$ cat src/rtl/xoc_pkg.sv
// package: register map, field layout, reset values and modes of the clock config bank
package xoc_pkg;

  // ----------------------------------------------------------------
  // register byte addresses (word aligned)
  // ----------------------------------------------------------------
  localparam logic [3:0] ADDR_OSC = 4'h0;
  localparam logic [3:0] ADDR_DIV = 4'h4;
  localparam logic [3:0] ADDR_DRV_EN = 4'h8;
  localparam logic [3:0] ADDR_DRV_MODE = 4'hc;

  // ----------------------------------------------------------------
  // field positions
  // ----------------------------------------------------------------
  localparam int OSC_SPARE_LSB = 17;
  localparam int OSC_REG_BIT = 16;
  localparam int OSC_GAIN_LSB = 14;
  localparam int OSC_XOUT_LSB = 8;
  localparam int OSC_RSV_LSB = 6;
  localparam int OSC_XIN_LSB = 0;
  localparam int DIV_REG_BIT = 15;
  localparam int DIV_RATIO_LSB = 0;
  localparam int EN_DIS_LSB = 2;
  localparam int EN_OFF_BIT = 1;
  localparam int EN_PD_BIT = 0;
  localparam int MODE_CMOS_LSB = 6;
  localparam int MODE_CM_LSB = 4;
  localparam int MODE_TERM_BIT = 3;
  localparam int MODE_BIAS_BIT = 2;
  localparam int MODE_TYPE_LSB = 0;

  // ----------------------------------------------------------------
  // reset values
  // ----------------------------------------------------------------
  localparam logic [31:0] RST_OSC = 32'h0001_5f1f;
  localparam logic [15:0] RST_DIV = 16'h8069;
  localparam logic [7:0] RST_DRV_EN = 8'h00;
  localparam logic [7:0] RST_DRV_MODE = 8'h6c;

  // writable bits of each register; all others read zero
  localparam logic [31:0] MASK_OSC = 32'h0007_ffff;
  localparam logic [15:0] MASK_DIV = 16'hbfff;
  localparam logic [7:0] MASK_DRV_EN = 8'h0f;
  localparam logic [7:0] MASK_DRV_MODE = 8'hff;

  // trim codes above this are reserved
  localparam logic [5:0] TRIM_MAX = 6'h2f;
  // smallest legal divide ratio
  localparam logic [13:0] DIV_MIN = 14'h000a;

  // ----------------------------------------------------------------
  // modes
  // ----------------------------------------------------------------
  localparam logic [1:0] TYPE_HCSL = 2'h0;
  localparam logic [1:0] TYPE_LVDS = 2'h2;
  localparam logic [1:0] TYPE_CMOS = 2'h3;
  localparam logic [1:0] DIS_LOW_LOW = 2'h0;
  localparam logic [1:0] DIS_LOW_HIGH = 2'h1;
  localparam logic [1:0] DIS_HIZ = 2'h2;
  localparam logic [1:0] DIS_RUN = 2'h3;
  localparam logic [1:0] CMOS_SAME = 2'h0;
  localparam logic [1:0] CMOS_OPP = 2'h1;
  localparam logic [1:0] CMOS_TRUE = 2'h2;
  localparam logic [1:0] CMOS_COMP = 2'h3;

  // analogue control points of the oscillator and divider
  typedef struct packed {
    logic osc_regulator_on;
    logic [1:0] boost_count;
    logic [5:0] xout_trim;
    logic [5:0] xin_trim;
    logic [1:0] osc_spare_bits;
    logic divider_regulator_on;
    logic [13:0] divide_ratio;
    logic divide_ratio_bad;
  } xoc_core_ctrl_t;

  // controls and pin state of the output driver
  typedef struct packed {
    logic driver_power_down;
    logic driver_enabled;
    logic bias_on;
    logic hcsl_term_on;
    logic [1:0] lvds_common_level;
    logic [1:0] driver_type;
    logic true_oe;
    logic true_val;
    logic comp_oe;
    logic comp_val;
    logic true_runs;
    logic comp_runs;
    logic comp_inverted;
  } xoc_drv_ctrl_t;

endpackage

$ cat src/rtl/xoc_pin_mux.sv
// module: output pin pair decoder for the clock driver
`timescale 1ns/1ns
module xoc_pin_mux (
  input wire logic clk_in,
  input wire logic rst_in,
  input wire logic [1:0] driver_type_in,
  input wire logic [1:0] cmos_phase_in,
  input wire logic [1:0] dis_state_in,
  input wire logic force_off_in,
  input wire logic power_down_in,
  input wire logic oe_pin_in,
  output logic driver_enabled_out,
  output logic true_oe_out,
  output logic true_val_out,
  output logic comp_oe_out,
  output logic comp_val_out,
  output logic true_runs_out,
  output logic comp_runs_out,
  output logic comp_inverted_out
);

  // ----------------------------------------------------------------
  // output enable pin synchroniser
  // ----------------------------------------------------------------
  logic [2:0] oe_sync;
  logic oe_level;

  // three stages; a change counts once stages two and three agree
  always_ff @(posedge clk_in) begin
    if (rst_in) begin
      oe_sync <= 3'h7;
    end else begin
      oe_sync <= {oe_sync[1:0], oe_pin_in};
    end
  end

  always_ff @(posedge clk_in) begin
    if (rst_in) begin
      oe_level <= 1'b1;
    end else if (oe_sync[1] == oe_sync[2]) begin
      oe_level <= oe_sync[2];
    end
  end

  // ----------------------------------------------------------------
  // pin decode, registered
  // ----------------------------------------------------------------
  logic next_en, next_toe, next_tv, next_coe, next_cv, next_tr, next_cr, next_ci;

  always_comb begin
    // power down ignores every enable control and tri-states the pair
    next_en = !power_down_in && !force_off_in && oe_level;
    next_toe = 1'b0;
    next_tv = 1'b0;
    next_coe = 1'b0;
    next_cv = 1'b0;
    next_tr = 1'b0;
    next_cr = 1'b0;
    next_ci = 1'b0;
    if (power_down_in) begin
      next_toe = 1'b0;
      next_coe = 1'b0;
    end else if (next_en || dis_state_in == xoc_pkg::DIS_RUN) begin
      // running; debug state keeps toggling while disabled
      next_toe = 1'b1;
      next_coe = 1'b1;
      next_tr = 1'b1;
      next_cr = 1'b1;
      next_ci = 1'b1;
      if (driver_type_in == xoc_pkg::TYPE_CMOS) begin
        case (cmos_phase_in)
          xoc_pkg::CMOS_SAME: next_ci = 1'b0;
          xoc_pkg::CMOS_OPP: next_ci = 1'b1;
          xoc_pkg::CMOS_TRUE: next_cr = 1'b0;
          xoc_pkg::CMOS_COMP: next_tr = 1'b0;
          default: next_ci = 1'b1;
        endcase
      end
    end else begin
      case (dis_state_in)
        xoc_pkg::DIS_LOW_LOW: begin
          next_toe = 1'b1;
          next_coe = 1'b1;
          next_cv = (driver_type_in == xoc_pkg::TYPE_LVDS);
        end
        xoc_pkg::DIS_LOW_HIGH: begin
          next_toe = 1'b1;
          next_coe = 1'b1;
          next_cv = 1'b1;
        end
        xoc_pkg::DIS_HIZ: begin
          next_toe = 1'b0;
          next_coe = 1'b0;
        end
        default: begin
          next_toe = 1'b1;
          next_coe = 1'b1;
        end
      endcase
    end
  end

  always_ff @(posedge clk_in) begin
    if (rst_in) begin
      driver_enabled_out <= 1'b0;
      true_oe_out <= 1'b0;
      true_val_out <= 1'b0;
      comp_oe_out <= 1'b0;
      comp_val_out <= 1'b0;
      true_runs_out <= 1'b0;
      comp_runs_out <= 1'b0;
      comp_inverted_out <= 1'b0;
    end else begin
      driver_enabled_out <= next_en;
      true_oe_out <= next_toe;
      true_val_out <= next_tv;
      comp_oe_out <= next_coe;
      comp_val_out <= next_cv;
      true_runs_out <= next_tr;
      comp_runs_out <= next_cr;
      comp_inverted_out <= next_ci;
    end
  end

endmodule

$ cat src/rtl/xoc_config_bank.sv
// module: avalon register bank for oscillator, output divider and output driver settings
//
// How it works
// oscillator regulator on while bit 16 is one; resets to one.
// bits 15:14 choose zero to three startup boost amplifiers; resets to one.
// output pin trim adds 0.5 pF per code up to 0x2f; resets 0x1f.
// input pin trim at bits 5:0 behaves the same; 0x30 up reserved.
// divider register bit 15 turns the divider regulator on; resets to one.
// software programs divide ratio ten or more; field resets to 0x69.
// disabled-state field sets pin pair: low/low (low/high for lvds), low/high, hi-z, or toggling.
// force-off bit disables the driver; clear leaves other controls in charge.
// power-down tri-states both pins and overrides every enable control.
// cmos phase: same, opposite, true pin only, complement pin only.
// lvds common level code picks 700 to 1000 mV; resets to 900 mV.
// mode bit 3 connects internal 50 ohm hcsl termination when one.
// mode bit 2 enables driver bias; resets to one.
// driver type: hcsl 0, lvds 2, cmos 3, code 1 reserved; resets 0.
// reserved read-only bits read zero and ignore writes; the oscillator reserved bits 7:6 are writable and read back.
`timescale 1ns/1ns
module xoc_config_bank (
  input wire logic clk_in,
  input wire logic rst_in,
  input wire logic [3:0] avs_address,
  input wire logic avs_read,
  input wire logic avs_write,
  input wire logic [31:0] avs_writedata,
  input wire logic [3:0] avs_byteenable,
  output logic [31:0] avs_readdata,
  output logic avs_waitrequest,
  output logic [1:0] avs_response,
  input wire logic oe_pin_in,
  output xoc_pkg::xoc_core_ctrl_t core_ctrl_out,
  output xoc_pkg::xoc_drv_ctrl_t drv_ctrl_out
);

  // ----------------------------------------------------------------
  // helpers
  // ----------------------------------------------------------------
  // merge write data under byte enables and the writable mask
  function automatic logic [31:0] merge(input logic [31:0] old, input logic [31:0] wd,
                                        input logic [3:0] be, input logic [31:0] mask);
    logic [31:0] lanes;
    lanes = {{8{be[3]}}, {8{be[2]}}, {8{be[1]}}, {8{be[0]}}};
    merge = (old & ~(lanes & mask)) | (wd & lanes & mask);
  endfunction

  // true when a trim code lands in the reserved range
  function automatic logic trim_bad(input logic [5:0] code);
    trim_bad = code > xoc_pkg::TRIM_MAX;
  endfunction

  // ----------------------------------------------------------------
  // registers
  // ----------------------------------------------------------------
  logic [31:0] crystal_osc_config;
  logic [15:0] output_divider_config;
  logic [7:0] output_driver_enable_ctrl;
  logic [7:0] output_driver_mode_config;
  logic busy;
  logic hit;
  logic access;

  assign access = avs_read || avs_write;
  assign hit = (avs_address == xoc_pkg::ADDR_OSC) || (avs_address == xoc_pkg::ADDR_DIV) ||
               (avs_address == xoc_pkg::ADDR_DRV_EN) || (avs_address == xoc_pkg::ADDR_DRV_MODE);

  // one wait cycle per access: the answer comes on the second edge
  always_ff @(posedge clk_in) begin
    if (rst_in) begin
      busy <= 1'b0;
    end else begin
      busy <= access && !busy;
    end
  end

  assign avs_waitrequest = access && !busy;

  // oscillator register; masking keeps bits 31:19 at zero
  always_ff @(posedge clk_in) begin
    if (rst_in) begin
      crystal_osc_config <= xoc_pkg::RST_OSC;
    end else if (avs_write && busy && avs_address == xoc_pkg::ADDR_OSC) begin
      crystal_osc_config <= merge(crystal_osc_config, avs_writedata, avs_byteenable,
                                  xoc_pkg::MASK_OSC);
    end
  end

  // divider register; bit 14 never stores
  always_ff @(posedge clk_in) begin
    if (rst_in) begin
      output_divider_config <= xoc_pkg::RST_DIV;
    end else if (avs_write && busy && avs_address == xoc_pkg::ADDR_DIV) begin
      output_divider_config <= 16'(merge({16'h0000, output_divider_config}, avs_writedata,
                                         avs_byteenable, {16'h0000, xoc_pkg::MASK_DIV}));
    end
  end

  // driver enable register; upper nibble stays zero
  always_ff @(posedge clk_in) begin
    if (rst_in) begin
      output_driver_enable_ctrl <= xoc_pkg::RST_DRV_EN;
    end else if (avs_write && busy && avs_address == xoc_pkg::ADDR_DRV_EN) begin
      output_driver_enable_ctrl <= 8'(merge({24'h000000, output_driver_enable_ctrl},
                                            avs_writedata, avs_byteenable,
                                            {24'h000000, xoc_pkg::MASK_DRV_EN}));
    end
  end

  // driver mode register, fully writable
  always_ff @(posedge clk_in) begin
    if (rst_in) begin
      output_driver_mode_config <= xoc_pkg::RST_DRV_MODE;
    end else if (avs_write && busy && avs_address == xoc_pkg::ADDR_DRV_MODE) begin
      output_driver_mode_config <= 8'(merge({24'h000000, output_driver_mode_config},
                                            avs_writedata, avs_byteenable,
                                            {24'h000000, xoc_pkg::MASK_DRV_MODE}));
    end
  end

  // ----------------------------------------------------------------
  // read path
  // ----------------------------------------------------------------
  // status word at the driver enable address: bits 7:4 read zero, so live
  // state is shown only through the core and driver control outputs
  logic [31:0] next_rdata;

  always_comb begin
    case (avs_address)
      xoc_pkg::ADDR_OSC: next_rdata = crystal_osc_config;
      xoc_pkg::ADDR_DIV: next_rdata = {16'h0000, output_divider_config};
      xoc_pkg::ADDR_DRV_EN: next_rdata = {24'h000000, output_driver_enable_ctrl};
      xoc_pkg::ADDR_DRV_MODE: next_rdata = {24'h000000, output_driver_mode_config};
      default: next_rdata = 32'h0000_0000; // unmapped reads zero
    endcase
  end

  // read data and response are registered on the wait cycle
  always_ff @(posedge clk_in) begin
    if (rst_in) begin
      avs_readdata <= 32'h0000_0000;
      avs_response <= 2'h0;
    end else if (access && !busy) begin
      avs_readdata <= avs_read ? next_rdata : 32'h0000_0000;
      avs_response <= hit ? 2'h0 : 2'h3; // decode error on unmapped
    end
  end

  // ----------------------------------------------------------------
  // oscillator and divider controls
  // ----------------------------------------------------------------
  logic [13:0] ratio;
  assign ratio = output_divider_config[xoc_pkg::DIV_RATIO_LSB +: 14];

  // reserved trim codes are clamped to the top legal step before the analogue side
  always_ff @(posedge clk_in) begin
    if (rst_in) begin
      core_ctrl_out <= '0;
    end else begin
      core_ctrl_out.osc_regulator_on <= crystal_osc_config[xoc_pkg::OSC_REG_BIT];
      core_ctrl_out.boost_count <= crystal_osc_config[xoc_pkg::OSC_GAIN_LSB +: 2];
      core_ctrl_out.xout_trim <= trim_bad(crystal_osc_config[xoc_pkg::OSC_XOUT_LSB +: 6]) ?
                                 xoc_pkg::TRIM_MAX :
                                 crystal_osc_config[xoc_pkg::OSC_XOUT_LSB +: 6];
      core_ctrl_out.xin_trim <= trim_bad(crystal_osc_config[xoc_pkg::OSC_XIN_LSB +: 6]) ?
                                xoc_pkg::TRIM_MAX :
                                crystal_osc_config[xoc_pkg::OSC_XIN_LSB +: 6];
      core_ctrl_out.osc_spare_bits <= crystal_osc_config[xoc_pkg::OSC_SPARE_LSB +: 2];
      core_ctrl_out.divider_regulator_on <= output_divider_config[xoc_pkg::DIV_REG_BIT];
      core_ctrl_out.divide_ratio <= ratio;
      core_ctrl_out.divide_ratio_bad <= ratio < xoc_pkg::DIV_MIN;
    end
  end

  // ----------------------------------------------------------------
  // output driver
  // ----------------------------------------------------------------
  logic drv_en, t_oe, t_v, c_oe, c_v, t_r, c_r, c_i;

  xoc_pin_mux u_pin_mux (
    .clk_in(clk_in),
    .rst_in(rst_in),
    .driver_type_in(output_driver_mode_config[xoc_pkg::MODE_TYPE_LSB +: 2]),
    .cmos_phase_in(output_driver_mode_config[xoc_pkg::MODE_CMOS_LSB +: 2]),
    .dis_state_in(output_driver_enable_ctrl[xoc_pkg::EN_DIS_LSB +: 2]),
    .force_off_in(output_driver_enable_ctrl[xoc_pkg::EN_OFF_BIT]),
    .power_down_in(output_driver_enable_ctrl[xoc_pkg::EN_PD_BIT]),
    .oe_pin_in(oe_pin_in),
    .driver_enabled_out(drv_en),
    .true_oe_out(t_oe),
    .true_val_out(t_v),
    .comp_oe_out(c_oe),
    .comp_val_out(c_v),
    .true_runs_out(t_r),
    .comp_runs_out(c_r),
    .comp_inverted_out(c_i)
  );

  // power-down and mode fields to the analogue driver, held in their own flops
  logic drv_pd, drv_bias, drv_term;
  logic [1:0] drv_cm, drv_type;

  always_ff @(posedge clk_in) begin
    if (rst_in) begin
      drv_pd <= 1'b0;
      drv_bias <= 1'b0;
      drv_term <= 1'b0;
      drv_cm <= 2'h0;
      drv_type <= 2'h0;
    end else begin
      drv_pd <= output_driver_enable_ctrl[xoc_pkg::EN_PD_BIT];
      drv_bias <= output_driver_mode_config[xoc_pkg::MODE_BIAS_BIT];
      drv_term <= output_driver_mode_config[xoc_pkg::MODE_TERM_BIT];
      drv_cm <= output_driver_mode_config[xoc_pkg::MODE_CM_LSB +: 2];
      drv_type <= output_driver_mode_config[xoc_pkg::MODE_TYPE_LSB +: 2];
    end
  end

  // one continuous driver for the whole struct keeps every bit to a single source;
  // pin state is already registered inside the pin decoder
  assign drv_ctrl_out = {drv_pd, drv_en, drv_bias, drv_term, drv_cm, drv_type,
                         t_oe, t_v, c_oe, c_v, t_r, c_r, c_i};

endmodule

$ cat config.mk
export PLATFORM = sky130hd
export DESIGN_NAME = xoc_config_bank
export DESIGN_NICKNAME = d
export VERILOG_FILES = /design/src/rtl/xoc_pkg.sv /design/src/rtl/xoc_pin_mux.sv /design/src/rtl/xoc_config_bank.sv
export SDC_FILE = /design/constraint.sdc
export NUM_CORES = 1
export LEC_CHECK = 0
export ABC_CLOCK_PERIOD_IN_PS = 2250
export BUFFER_PORTS_ARGS = -buffer_cell sky130_fd_sc_hd__clkbuf_2
export CAP_MARGIN = 0
export CORE_ASPECT_RATIO = 1.1
export CORE_MARGIN = 2
export CORE_UTILIZATION = 41
export DETAILED_ROUTE_END_ITERATION = 7
export PLACE_DENSITY = 0.61
export SYNTH_ARGS = -nofsm -noshare
export SYNTH_HDL_FRONTEND = slang
export SYNTH_SLANG_ARGS = --single-unit
$ cat constraint.sdc
create_clock -name clk_in -period 2.25 [get_ports clk_in]
set_input_delay 0.1125 -clock clk_in [delete_from_list [all_inputs] [get_ports clk_in]]
set_output_delay 0.1125 -clock clk_in [all_outputs]
set_load 0.01 [all_outputs]
Word level (Yosys, flattened, before mapping)

Index checks and enable logic that the tools add are counted.

Eq/ne operators: 11
Reductions and logical operators: 24
Bitwise logic cells: 14
Magnitude comparators: 3
Multiplexer cells: 14

Operator list:

| operator                                                    | count |
|---|---|
| one-hot mux 32 bit (4 select lines)                         | 1 |
| AND 32 bit                                                  | 1 |
| 2-to-1 mux 32 bit                                           | 1 |
| inverter 19 -> 32 bit                                       | 1 |
| OR 32 x 19 -> 32 bit                                        | 1 |
| AND 19 bit                                                  | 1 |
| AND 16 bit                                                  | 1 |
| AND 8 bit                                                   | 2 |
| inverter 16 bit                                             | 1 |
| OR 16 bit                                                   | 1 |
| less-than comparator 14 x 4 -> 1 bit, second input constant | 1 |
| == test 2 bit, second input constant                        | 6 |
| > comparator 6 bit, second input constant                   | 2 |
| 2-to-1 mux 6 bit                                            | 2 |
| == test 4 bit, second input constant                        | 2 |
| logical AND 1 bit                                           | 8 |
| 2-to-1 mux 1 bit                                            | 8 |
| inverter 4 -> 8 bit                                         | 1 |
| inverter 8 bit                                              | 1 |
| OR 8 x 4 -> 8 bit                                           | 1 |
| OR 8 bit                                                    | 1 |
| OR reduction 2 bit                                          | 3 |
| OR reduction 3 bit                                          | 2 |
| logical OR 1 bit                                            | 5 |
| other kinds (9)                                             | 12 |

Output and inout bits: 83
Word-level logic and storage cells: 96
Register bits after elaboration: 149
Bits of input ports: 45

Longest topological paths before layout

Word-level depth: 6
Gate-level depth with buffers: 6
Depth with buffers taken out: 4

Cells and area by module

Synthesis repeated with hierarchy kept, for this count alone.

Cell total of the unflattened synthesis: 466
Area total of the unflattened synthesis: 4504.3 sq um

By module, submodules not included:

| module          | area each (sq um) | instances | seq. area each (sq um) | cells an instance |
|---|---|---|---|---|
| xoc_config_bank | 4112.7            | 1         | 2142.1                 | 432 |
| xoc_pin_mux     | 391.6             | 1         | 200.2                  | 34 |

Least setup slack after synthesis

Ideal clock, no wire load.

Path kind: input-to-reg
Start point: input port avs_address[0]
End point: register (tool-made name)
Data required time: 2.129 ns
Buffers on the path: 2
Data arrival time: 1.464 ns
Library setup time: 0.121 ns
Slack: 0.665 ns
Cell stages on the path: 5
Cell sequence: buf_2 > or3_1 > buf_6 > nor3_4 > mux2_4

RTL lines:

| item               | line                  | RTL |
|---|---|---|
| start: declaration | xoc_config_bank.sv:23 | `input wire logic [3:0] avs_address,` |

==> impl_summary.md <==
Finish
The area of all sequential standard cells is 0.002342 sq mm. The layout overhead on the synthesized area is 28.15%. The area of the multi-input gates is 0.001844 sq mm. The final net count is 605. The layout cell share with drive strength beyond 1 is 0.2880. The final-layout fill cell count is 1020. The design area is 0.005742 sq mm.

The repair_antennas step left the layout with diodes totalling 0.

CTS
The maximum buffer depth of the clock tree is 2. The register clock-pin slew on the reported worst setup and hold paths is 0.05 ns. For the worst-skew pair, the clock arrives at the later sink with an insertion delay of 0.41 ns. The clock sink count is 117. The level count of the clock H-tree is 4.

The clock tree from TritonCTS is built. In this run, post-CTS repair resized a total of 0 instances. TritonCTS created 17 clock buffers.

The root buffer cell chosen for the clock tree is clkbuf_16.

Yosys
Yosys mapped the design onto 48 distinct sky130hd cell types. The Yosys step of the flow raised 0 warnings. The sequential element share of the synthesized area is 0.5228.

After synthesis the netlist holds a flip-flop and latch count of 117. A synthesized cell averages 9.847 sq um. In this run the cell area of the synthesized design comes to 0.004481 sq mm.

The number of cells produced by synthesis is 455.

Drt
The total via count in the routed design is 3618. The aggregate routed wire length is 11010 microns. The post-detailed-route wirelength per cell is 15.29 microns. The post-detailed-route count of antenna-violating nets is 0. The total DRC errors in the routed layout is 0.

The first-pass detailed-route iteration total is 5. The per-cell via count in the routed design is 5.025. The first routing iteration left 223 violations.

Placed design
The congestion estimate from routability-driven global placement came to 0.8485. The detailed-placement wirelength estimate is 7633 microns. The placement-stage worst setup slack is 0.4440 ns. The placed instances occupy a cell area of 0.004982 sq mm. The count of buffers from port buffering is 99.

STA
The maximum clock skew at final layout is 0.006597 ns. Across all setup checks in the final design, the least slack found is 0.5500 ns. The relative slew slack is 0.6237. The portion of the clock cycle consumed by the worst path in the final layout is 0.7555.

At the pin with the least slew margin, the transition time is 0.5620 ns. The number of hold violations in the final report is 0. The final-report max-slew violation count is 0. In the final timing run, aggregate negative setup slack is 0 ns. Setup repair after global routing left no endpoint under its margin. Static timing analysis puts the maximum clock frequency at 588.2 MHz. The total setup violations reported at the end of the flow is 0. Counting I/O delays and the setup requirement, the final critical path takes 1.700 ns.

Status
The run finished with clean final reports.

Pwr
The total net switching power is 1087 uW. The total internal power is 4099 uW. The total power after layout is 5186 uW.

The register share of total power is 0.410. The standby leakage power is 0.002363 uW. Power spread over the standard cell area amounts to 903.2 mW/mm^2. Of the total power, the share spent switching nets is 0.2096. The share of total power dissipated in the clock network is 0.535. The combinational power share is 0.055. IR analysis of the VDD net gives a maximum drop of 456.7 uV.

Floorplanning
The die covers 0.01178 sq mm. The starting utilization of the core area is 0.4145. The cell row count is 40.

Measured along the x axis, the die boundary spans 103.7 microns. The core region is 0.01081 sq mm. During I/O placement, the number of pins put on the boundary was 128. The chip height is 113.6 microns.

Worst setup path
The worst setup path is captured at a flip-flop. The worst setup path is launched from a flip-flop. The required time of the worst setup path is 2.58 ns. Of all nets on the critical path, the largest fanout is 8. In this run the critical register-to-register path is launched from busy$_SDFF_PP0_. Measured in cells, the most critical reg-to-reg path has a length of 4. The setup slack of the most critical reg-to-reg path is 0.55 ns. The critical path is of the reg -> reg type. The worst setup path startpoint is busy$_SDFF_PP0_. The worst endpoint data arrival time is 2.03 ns.

Global route
The first-pass GRT wire length is 17460 microns. Global routing finished with a remaining overflow of 0. The number of antenna violations at the first check in global routing is 0.

The number of global-route vias before repair is 3400. Entering global routing, the biggest net connects 45 pins. The overall track demand over capacity in global routing is 0.1895.

Job
The count of maximum capacitance violations is 0.

Min path
In this run the worst hold path is classified as in -> reg.
kinds of logic (layout without fill, tap and decap cells):
group / count (synthesis) / count (layout) / synth area share
AO/OA/AOI/OAI: 89 / 89 / 0.1262
other: 1 / 14 / 0.0008370
flip-flops: 117 / 117 / 0.5228
buffers and inverters: 60 / 165 / 0.07652
AND/OR/NAND/NOR: 153 / 153 / 0.1893
multiplexers: 35 / 35 / 0.08433
per-layer routing:
metal,global-route usage,wire [microns]
met5,0,0
met2,0.2918,5102
met3,0.07257,724
met1,0.2366,4949
met4,0.08739,231
layout by cell type (no fill, tap or decap), types with 3 or more instances in the layout:
| cell | Yosys | final |
|---|---|---|
| dfxtp_1 | 117 | 117 |
| clkbuf_2 | 0 | 98 |
| nand3_1 | 40 | 40 |
| nor2_1 | 39 | 39 |
| nor2b_1 | 34 | 34 |
| a21oi_1 | 26 | 26 |
| o21ai_0 | 25 | 25 |
| mux2i_1 | 22 | 22 |
| clkbuf_16 | 0 | 17 |
| dlygate4sd3_1 | 0 | 15 |
| conb_1 | 1 | 14 |
| buf_4 | 25 | 12 |
| o2bb2ai_1 | 10 | 10 |
| mux2_2 | 10 | 10 |
| nand2_1 | 8 | 8 |
| inv_1 | 7 | 7 |
| a22oi_1 | 7 | 7 |
| nand4_1 | 5 | 5 |
| clkbuf_1 | 17 | 5 |
| o211ai_1 | 4 | 4 |
| a22o_1 | 4 | 4 |
| or2_2 | 4 | 4 |
| bufinv_16 | 0 | 4 |
| nor3_1 | 3 | 3 |
| nor3b_1 | 3 | 3 |
| and3_1 | 3 | 3 |
| a31o_2 | 3 | 3 |
| mux2_4 | 3 | 3 |
| clkinv_2 | 0 | 3 |
per-stage QoR:
step,cells,util,hold slack [ns]
4_1_cts,720,0.5311,0.0007767
3_3_place_gp,673,0.4609,0.2966
5_1_grt,720,0.5311,0.01296
6_report,720,0.5311,0.01715
3_5_place_dp,673,0.4609,0.2987
2_1_floorplan,468,-,0.2163
synth_stat cells, drive strengths merged:
master	n	area (sq um)
dfxtp	117	2342
nand3	40	200.2
nor2	39	146.4
buf	35	245.2
nor2b	34	212.7
a21oi	26	130.1
o21ai	25	125.1
mux2i	22	220.2
clkbuf	18	71.32
mux2	13	157.7
o2bb2ai	10	87.58
nand2	8	30.03
a22oi	7	52.55
inv	7	26.28
nor3	6	57.55
nand4	5	31.28
a22o	4	35.03
nor3b	4	35.03
o211ai	4	30.03
or2	4	25.02
a31o	3	26.28
and3	3	18.77
a311oi	2	17.52
nor4	2	12.51
nor4b	2	23.77
o21a	2	15.01
a211oi	1	7.510
a31oi	1	6.260
a32o	1	10.01
and4	1	8.760
and4bb	1	12.51
conb	1	3.750
nand2b	1	6.260
o21bai	1	7.510
o22ai	1	6.260
o31a	1	8.760
or3	1	6.260
or4b	1	10.01
or4bb	1	11.26
worst min-delay path by stage:
stage / start / endpoint / slack [ns] / cells after the start
3_3_place_gp: oe_pin_in / u_pin_mux.oe_sync[0]$_SDFF_PP1_ / 0.30 / 2
6_report: avs_writedata[1] / flip-flop / 0.02 / 3
5_1_grt: avs_writedata[1] / flip-flop / 0.01 / 3
2_1_floorplan: oe_pin_in / u_pin_mux.oe_sync[0]$_SDFF_PP1_ / 0.22 / 1
3_5_place_dp: oe_pin_in / u_pin_mux.oe_sync[0]$_SDFF_PP1_ / 0.30 / 2
4_1_cts: avs_writedata[0] / flip-flop / 0.0008 / 3
critical path, stage by stage (launching register included):
cell and delay (ns):
dfxtp_1 0.44, nand3_1 0.34, nor3_4 0.39, buf_4 0.23, mux2i_1 0.21
cell type report:
class,instances,share of cell area
clock buffer,23,0.07976
clock inverter,9,0.02637
inverter,7,0.004576
multi-input combinational,291,0.3212
sequential,117,0.4079
tap,147,0.03203
timing repair buffer,126,0.1281
power by group through the flow:
stage                     registers [uW]  clock network, uW  logic [uW]
after floorplan                     2180                  0         179
after global placement              2170                  0         262
after detailed placement            2170                  0         266
after CTS                           2130               2810         288
after global routing                2130               2910         313
final                               2130               2770         287
what timing repair did:
item,CTS,global route
endpoints found under the hold margin,23,0
setup buffers,0,0
hold buffers,15,0
(Power assumes the default switching activity.)
